## src/pcg_pkg.sv

```systemverilog
// Package for the peripheral clock gating block: map, fields and types
package pcg_pkg;

  // Register indices; byte address is four times the index
  localparam logic [7:0]  PCG_IDX_CLK_EN0   = 8'h0c;
  localparam logic [7:0]  PCG_IDX_TIMER_EN  = 8'h0d;
  localparam logic [7:0]  PCG_IDX_STOP_KEEP = 8'h0e;
  localparam logic [7:0]  PCG_IDX_RUN0      = 8'h20;
  localparam logic [7:0]  PCG_IDX_RUN1      = 8'h21;
  localparam logic [7:0]  PCG_IDX_MODE      = 8'h22;

  // Word index sits in byte address bits 9:2
  localparam int          PCG_IDX_LSB       = 2;
  localparam int          PCG_IDX_MSB       = 9;

  // Reset values
  localparam logic [15:0] PCG_RST_CLK_EN0   = 16'h0000;
  localparam logic [15:0] PCG_RST_TIMER_EN  = 16'h0000;
  localparam logic [15:0] PCG_RST_STOP_KEEP = 16'h0000;

  // Writable bit masks; all other positions read as zero
  localparam logic [15:0] PCG_MASK_GRP0     = 16'hf47d;
  localparam logic [15:0] PCG_MASK_TIMER    = 16'h70ff;

  // Group 0 bit positions (enable and stop-keep share them)
  localparam int          PCG_B_COMPARATOR_B = 15;
  localparam int          PCG_B_COMPARATOR_A = 14;
  localparam int          PCG_B_DAC_ONE      = 13;
  localparam int          PCG_B_DAC_ZERO     = 12;
  localparam int          PCG_B_CONVERTER    = 10;
  localparam int          PCG_B_TWOWIRE      = 6;
  localparam int          PCG_B_SERIAL_COMM_1 = 5;
  localparam int          PCG_B_SERIAL_COMM_0 = 4;
  localparam int          PCG_B_SERIAL_PERIPH_1 = 3;
  localparam int          PCG_B_SERIAL_PERIPH_0 = 2;
  localparam int          PCG_B_PULSE_MOD    = 0;

  // Timer group bit positions
  localparam int          PCG_B_INTERVAL_TIMER_0 = 12;
  localparam int          PCG_B_QTIMER_B_CH0 = 4;
  localparam int          PCG_B_QTIMER_A_CH0 = 0;

  // Mode register field
  localparam int          PCG_B_IN_STOP     = 0;

  // System power mode
  typedef enum logic [1:0] {
    PCG_RUN  = 2'b00,
    PCG_STOP = 2'b01
  } pcg_mode_t;

  // Gated clock enables of both groups
  typedef struct packed {
    logic [15:0] grp0;
    logic [15:0] timer;
  } pcg_clk_en_t;

  // All state of the top module
  typedef struct packed {
    logic [15:0] clk_en0;
    logic [15:0] timer_en;
    logic [15:0] stop_keep0;
    pcg_mode_t   mode;
    logic        wake;
    logic        dp_wr;
    logic        dp_rd;
    logic [7:0]  dp_idx;
    logic [31:0] rdata;
    logic        ready;
  } pcg_state_t;

endpackage : pcg_pkg

```

## src/pcg_top.sv

```systemverilog
// Peripheral clock gating unit with AHB-Lite register slave
// Contract
// RULE1: Group 0 bit 10 enables the converter clock; zero disables it.
// RULE2: Group 0 bit 6 enables the two-wire bus clock; zero disables it.
// RULE3: Group 0 bits 5 and 4 enable serial comm 1 and 0 clocks.
// RULE4: Group 0 bits 3 and 2 enable serial periph 1 and 0 clocks.
// RULE5: Group 0 bit 0 enables the pulse modulator clock.
// RULE6: Software writes zero to bits 9-7 and 1 of group 0 registers.
// RULE7: Timer bits 14-12 enable interval timers 2, 1, 0.
// RULE8: Timer bits 7-4 enable quad timer B channels 3 to 0.
// RULE9: Timer bits 3-0 enable quad timer A channels 3 to 0.
// RULE10: Software writes zero to timer register bits 15 and 11-8.
// RULE11: Timer enable register sits at index D, resets to zero.
// RULE12: Without its stop-keep bit a peripheral loses its clock in Stop.
// RULE13: Stop-keep one keeps clock in Stop only if also enabled.
// RULE14: Interrupt from a peripheral running in Stop returns to Run.
// RULE15: Stop-keep bits 15-12 cover comparators B, A and DACs one, zero.
// RULE16: Stop-keep bit 10 covers converter, bit 6 the two-wire module.
// RULE17: Stop-keep bits 5 and 4 cover serial comm 1 and 0.
// RULE18: Accesses to a peripheral with gated clock take no effect.
// RULE19: Software disables peripherals not kept before entering Stop.
// RULE20: Software keeps the smallest needed set running in Stop.
// RULE21: Group 0 bits 15-12 enable comparators B, A and DACs one, zero.
// RULE22: Stop-keep bits 3, 2 cover serial periph 1, 0; bit 0 pulse mod.
// RULE23: Gated clocks switch without glitches or runt pulses.
//
// Chosen here: register access over AHB-Lite.
`timescale 1ns/1ps
module pcg_top (
  // System
  input  wire logic               hclk,
  input  wire logic               hresetn,
  // AHB-Lite slave
  input  wire logic               hsel,
  input  wire logic [31:0]        haddr,
  input  wire logic [1:0]         htrans,
  input  wire logic               hwrite,
  input  wire logic [2:0]         hsize,
  input  wire logic [31:0]        hwdata,
  input  wire logic               hready,
  output logic      [31:0]        hrdata,
  output logic                    hreadyout,
  output logic                    hresp,
  // Power mode
  input  wire logic               stop_req,
  input  wire logic [15:0]        grp0_irq,
  input  wire logic [15:0]        timer_irq,
  output logic                    in_stop,
  output logic                    wake_pulse,
  // Clock enables, also access qualifiers for peripheral buses
  output pcg_pkg::pcg_clk_en_t    clk_en
);
  import pcg_pkg::*;

  pcg_state_t  state;
  pcg_state_t  next_state;
  logic [15:0] run0;
  logic [15:0] run1;
  logic        addr_ok;
  logic        wake_hit;

  // Read decode, shared by the data phase mux and the checks below
  function automatic logic [31:0] pcg_read_word(
    input logic [7:0]  idx,
    input pcg_state_t  s,
    input logic [15:0] r0,
    input logic [15:0] r1
  );
    logic [31:0] w;
    w = '0;
    case (idx)
      PCG_IDX_CLK_EN0:   w[15:0] = s.clk_en0;
      PCG_IDX_TIMER_EN:  w[15:0] = s.timer_en;
      PCG_IDX_STOP_KEEP: w[15:0] = s.stop_keep0;
      PCG_IDX_RUN0:      w[15:0] = r0;
      PCG_IDX_RUN1:      w[15:0] = r1;
      PCG_IDX_MODE:      w[PCG_B_IN_STOP] = (s.mode == PCG_STOP);
      default:           w = '0;
    endcase
    return w;
  endfunction : pcg_read_word

  // Address phase qualifier; size is not checked, words only
  assign addr_ok = hsel & htrans[1] & hready;

  // Only peripherals still clocked can raise a wake-up
  assign wake_hit = |(grp0_irq & run0) | |(timer_irq & run1); // RULE14

  // Next-state logic: bus slave, register writes, power mode
  always_comb begin
    next_state      = state;
    next_state.wake = 1'b0;
    // Write data phase commits; reserved bits are dropped
    if (state.dp_wr) begin
      case (state.dp_idx)
        PCG_IDX_CLK_EN0: begin
          next_state.clk_en0 = hwdata[15:0] & PCG_MASK_GRP0; // RULE21
        end
        PCG_IDX_TIMER_EN: begin
          next_state.timer_en = hwdata[15:0] & PCG_MASK_TIMER; // RULE11
        end
        PCG_IDX_STOP_KEEP: begin
          next_state.stop_keep0 = hwdata[15:0] & PCG_MASK_GRP0; // RULE15
        end
        default: begin
          next_state.clk_en0 = state.clk_en0;
        end
      endcase
    end
    // Read data is fetched one cycle late so it sees a prior write
    next_state.dp_wr = 1'b0;
    if (state.dp_rd) begin
      next_state.rdata = pcg_read_word(state.dp_idx, state, run0, run1);
      next_state.ready = 1'b1;
      next_state.dp_rd = 1'b0;
    end
    if (addr_ok) begin
      next_state.dp_idx = haddr[PCG_IDX_MSB:PCG_IDX_LSB];
      next_state.dp_wr  = hwrite;
      next_state.dp_rd  = ~hwrite;
      next_state.ready  = hwrite;
    end
    // Power mode sequencing
    case (state.mode)
      PCG_RUN: begin
        if (stop_req) begin
          next_state.mode = PCG_STOP;
        end
      end
      PCG_STOP: begin
        if (wake_hit) begin
          next_state.mode = PCG_RUN; // RULE14
          next_state.wake = 1'b1;
        end
      end
      default: begin
        next_state.mode = PCG_RUN;
      end
    endcase
  end

  // State register
  always_ff @(posedge hclk or negedge hresetn) begin
    if (!hresetn) begin
      state            <= '0;
      state.clk_en0    <= PCG_RST_CLK_EN0;
      state.timer_en   <= PCG_RST_TIMER_EN; // RULE11
      state.stop_keep0 <= PCG_RST_STOP_KEEP;
      state.mode       <= PCG_RUN;
      state.ready      <= 1'b1;
    end else begin
      state <= next_state;
    end
  end

  // Group 0 gates: comparators, DACs, converter, serial, pulse mod
  pcg_gate_bank #(
    .WIDTH (16),
    .IMPL  (PCG_MASK_GRP0)
  ) u_grp0 (
    .hclk    (hclk),
    .hresetn (hresetn),
    .enable  (state.clk_en0), // RULE1 RULE2 RULE3 RULE4 RULE5 RULE21
    .keep    (state.stop_keep0), // RULE15 RULE16 RULE17 RULE22
    .in_stop (state.mode == PCG_STOP),
    .running (run0)
  );

  // Timer gates have no stop-keep control here, so stop always gates
  pcg_gate_bank #(
    .WIDTH (16),
    .IMPL  (PCG_MASK_TIMER)
  ) u_timer (
    .hclk    (hclk),
    .hresetn (hresetn),
    .enable  (state.timer_en), // RULE7 RULE8 RULE9
    .keep    (16'h0000),
    .in_stop (state.mode == PCG_STOP),
    .running (run1)
  );

  // Outputs straight from flops, except hresp tied low and in_stop decoded from the mode flops
  assign hrdata     = state.rdata;
  assign hreadyout  = state.ready;
  assign hresp      = 1'b0;
  assign in_stop    = (state.mode == PCG_STOP);
  assign wake_pulse = state.wake;
  // A peripheral's bus strobes are qualified by its enable
  assign clk_en.grp0  = run0; // RULE18
  assign clk_en.timer = run1; // RULE18
endmodule : pcg_top

```

## src/pcg_gate_bank.sv

```systemverilog
// Bank of glitch-free registered clock enables for one peripheral group
`timescale 1ns/1ps
module pcg_gate_bank #(
  parameter int          WIDTH = 16,
  parameter logic [15:0] IMPL  = 16'hffff
) (
  // System
  input  wire logic             hclk,
  input  wire logic             hresetn,
  // Control
  input  wire logic [WIDTH-1:0] enable,
  input  wire logic [WIDTH-1:0] keep,
  input  wire logic             in_stop,
  // Gated enables toward the clock gate cells
  output logic      [WIDTH-1:0] running
);
  import pcg_pkg::*;

  typedef struct packed {
    logic [WIDTH-1:0] run;
  } pcg_bank_t;

  pcg_bank_t state;
  pcg_bank_t next_state;

  // One flop per peripheral; generate keeps the bit terms uniform
  genvar i;
  for (i = 0; i < WIDTH; i++) begin : g_bit
    // Kept in Stop only while enabled and flagged to keep
    assign next_state.run[i] = IMPL[i] & enable[i] &
                               (~in_stop | keep[i]); // RULE12 RULE13
  end

  // Enables change only at hclk edges or on async reset, so the downstream gate cell
  // never sees a runt: its latch opens while the clock is low
  always_ff @(posedge hclk or negedge hresetn) begin
    if (!hresetn) begin
      state <= '0;
    end else begin
      state <= next_state; // RULE23
    end
  end

  assign running = state.run;

endmodule : pcg_gate_bank

```

## config.mk

```make
export PLATFORM = sky130hd
export DESIGN_NAME = pcg_top
export DESIGN_NICKNAME = d
export VERILOG_FILES = /design/src/pcg_pkg.sv /design/src/pcg_top.sv /design/src/pcg_gate_bank.sv
export SDC_FILE = /design/constraint.sdc
export NUM_CORES = 1
export LEC_CHECK = 0
export ABC_AREA = 1
export BUFFER_PORTS_ARGS = -buffer_cell sky130_fd_sc_hd__buf_2
export CAP_MARGIN = 20
export CORE_MARGIN = 10
export CORE_UTILIZATION = 35
export CTS_CLUSTER_SIZE = 20
export DETAILED_ROUTE_END_ITERATION = 8
export PLACE_DENSITY = 0.72
export REMOVE_ABC_BUFFERS = 1
export SLEW_MARGIN = 20
export SYNTH_ARGS = -nofsm -noshare
export SYNTH_HDL_FRONTEND = slang
export SYNTH_SLANG_ARGS = --single-unit
export TNS_END_PERCENT = 30
```

## constraint.sdc

```tcl
create_clock -name hclk -period 1.4 [get_ports hclk]
set_input_delay 0.14 -clock hclk [delete_from_list [all_inputs] [get_ports hclk]]
set_output_delay 0.14 -clock hclk [all_outputs]
set_load 0.02 [all_outputs]
```

==> flow_summary.yaml <==
synth:
  synthArstFlopShare: 1.00
  synth_top_area_cell: "dfrtp_1"
  ys_seq_area_frac: 0.492
  ys_top_cells_by_area: "dfrtp_1 49%, nand2_1 11%, buf_4 8.9%"
  synth.distinct_cells: 29
  syn_inst: 491
  synth_seq_cells: 81
  avgSynthCellArea_um2: 8.40
  synth_top_area_frac: 0.485
  syn-cell-area_um2: 4130
  synth-main-ff-cell: "dfrtp_1"
  synth_edf_count: 0
  yosysWarnings: 0
detailed_routing:
  drcViolationCount: 0
  wire_per_inst_um: 17.4
  drt_first_pass_iters: 5
  vias_per_cell: 4.92
  num_vias: 3662
  antenna_left: 0
  drt_iter0_drc: 276
  drt_wl_total_um: 12900
floorplan:
  die_h_um: 129
  die-area_um2: 16500
  fp.dieW_um: 129
  core_um2: 11500
  num_rows: 39
  initial_core_util: 0.360
  num_io_pins: 175
global_route:
  grt_pass1_wl_um: 19500
  overflow: 0
  grt_max_degree: 82
  antenna_found_initial: 0
  grt_pass1_vias: 3739
  grtUsageTotal: 0.151
pwr:
  ir_drop_uv: 521
  total_power_uw: 6750
  power.density_nw_per_um2: 1270
  p_leak_uw: 0.00270
clock_tree:
  cts-root-buf: "clkbuf_16"
  cts_buffers: 9
  clock-sinks: 81
  htree_levels: 3
  tritoncts: "yes"
  cts.path.max_buffers: 2
  path_clk_slew_ns: 0.06
  clock_latency_ns: 0.33
finish:
  final_cell_mix: "111 x nand2_1, 86 x buf_2, 80 x dfrtp_1, 52 x nand3_1, 40 x inv_1"
  syn2layout_area_growth_pct: 29.1
  final_common_cell: "nand2_1"
  stdcell_area_um2: 5330
  layout-drive-gt1-share: 0.321
  antenna-diode-count: 0
  final_nets: 703
worst_hold_path:
  hp-class: "in -> reg"
timing:
  rsz0062_at_grt: "true"
  finalHoldViolCount: 0
  setup_viol: 36
  fin_ws_ns: -0.0803
  setup_tns_ns: -1.40
  fin_crit_ns: 1.48
  max_freq_mhz: 676
  hold-worst-slack_ns: 0.0101
  maxSlewViolCount: 0
  period_share: 1.06
  skew_ns: 0.00635
placed_design:
  io_buffers: 87
  placed_area_um2: 4660
  pre_cts_slack_ns: -0.0525
  dp.final_hpwl_um: 9000
  gp_congestion: 0.860
critical_path:
  crit_fanout: 14
  cp.arrival_ns: 1.70
  critical_path_required_ns: 1.62
  worstSetupStartpointType: "flip-flop"
  path_class: "reg -> reg"
  critPathCaptureType: "flip-flop"
run_status:
  violations: "setup timing"
  status: "finished, violations left"
flow_run:
  maxCapViolations: 0
## through the flow
stage	util	cells
5_1_grt	0.465	744
3_3_place_gp	0.407	713
6_report	0.465	744
4_1_cts	0.460	744
3_5_place_dp	0.407	713
2_1_floorplan	-	458
## layer usage
layer,GRT usage,share of wire
met5,0,0
met4,0.0504,0.020
met3,0.0419,0.098
met2,0.257,0.50
met1,0.180,0.39
## report_power, final
part | leakage [µW] | internal [µW] | switching [µW] | total, µW
clock network | 0.000165 | 1800 | 961 | 2760
logic | 0.00169 | 454 | 850 | 1300
registers | 0.000848 | 2540 | 144 | 2690
total | 0.00270 | 4790 | 1950 | 6750
## Yosys cell counts (all sizes together), types with 3 or more instances
cell	n
buf	57
inv	45
clkbuf	5
nor2	49
o21ai	32
a21oi	17
a31oi	3
a21boi	8
dfrtp	80
nand3	61
nand2	128
## state kept, by name, summed over array words and instances (netlist names)
signal	count
u_grp0.running	11
hreadyout	1
state	44
u_timer.running	11
hrdata	13
wake_pulse	1
## logic make-up (layout without fill, tap and decap cells)
logic type | count (synthesis) | in the layout | synth area share
other | 1 | 30 | 0.000909
buffers and inverters | 107 | 188 | 0.153
and+or+nand+nor | 240 | 240 | 0.271
AOI/OAI and AO/OA | 62 | 62 | 0.0840
DFF | 81 | 81 | 0.492
## worst max-delay path, cell delays in order (launching register included)
cell	delay, ns
dfrtp_1	0.38
inv_2	0.08
nand2_4	0.07
nor2_4	0.17
buf_6	0.14
and2_4	0.22
nand2_8	0.12
nor2_1	0.12
a21oi_1	0.05
## final cells by class
cell class | instances | area (µm²)
Sequential cell | 81 | 2030
Clock buffer | 10 | 239
Timing Repair Buffer | 127 | 897
Multi-Input combinational cell | 332 | 1700
Tap cell | 143 | 179
Fill cell | 1077 | 6140
Clock inverter | 6 | 114
Inverter | 45 | 169
## final timing paths
check                      slack (ns)         to       from  cells after the start
max in group asynchronous        0.67  hreadyout    hresetn                      3
setup reg to reg                -0.08  state[80]  state[39]                      8
setup / recovery                -0.08  state[80]  state[39]                      8
hold / removal                   0.01  state[44]   stop_req                      3
hold reg to reg                  0.49  hrdata[7]  hrdata[7]                      2
min in group asynchronous        0.35  state[37]    hresetn                      3
## what timing repair did
action	4_1_cts	5_1_grt
endpoints found under the setup margin	26	47
pin swaps	10	8
buffers inserted	11	2
resized for setup	22	24
hold buffers	2	0
gates cloned	2	0
endpoints found under the hold margin	81	0
No activity file was read; power rests on OpenSTA's default activity.
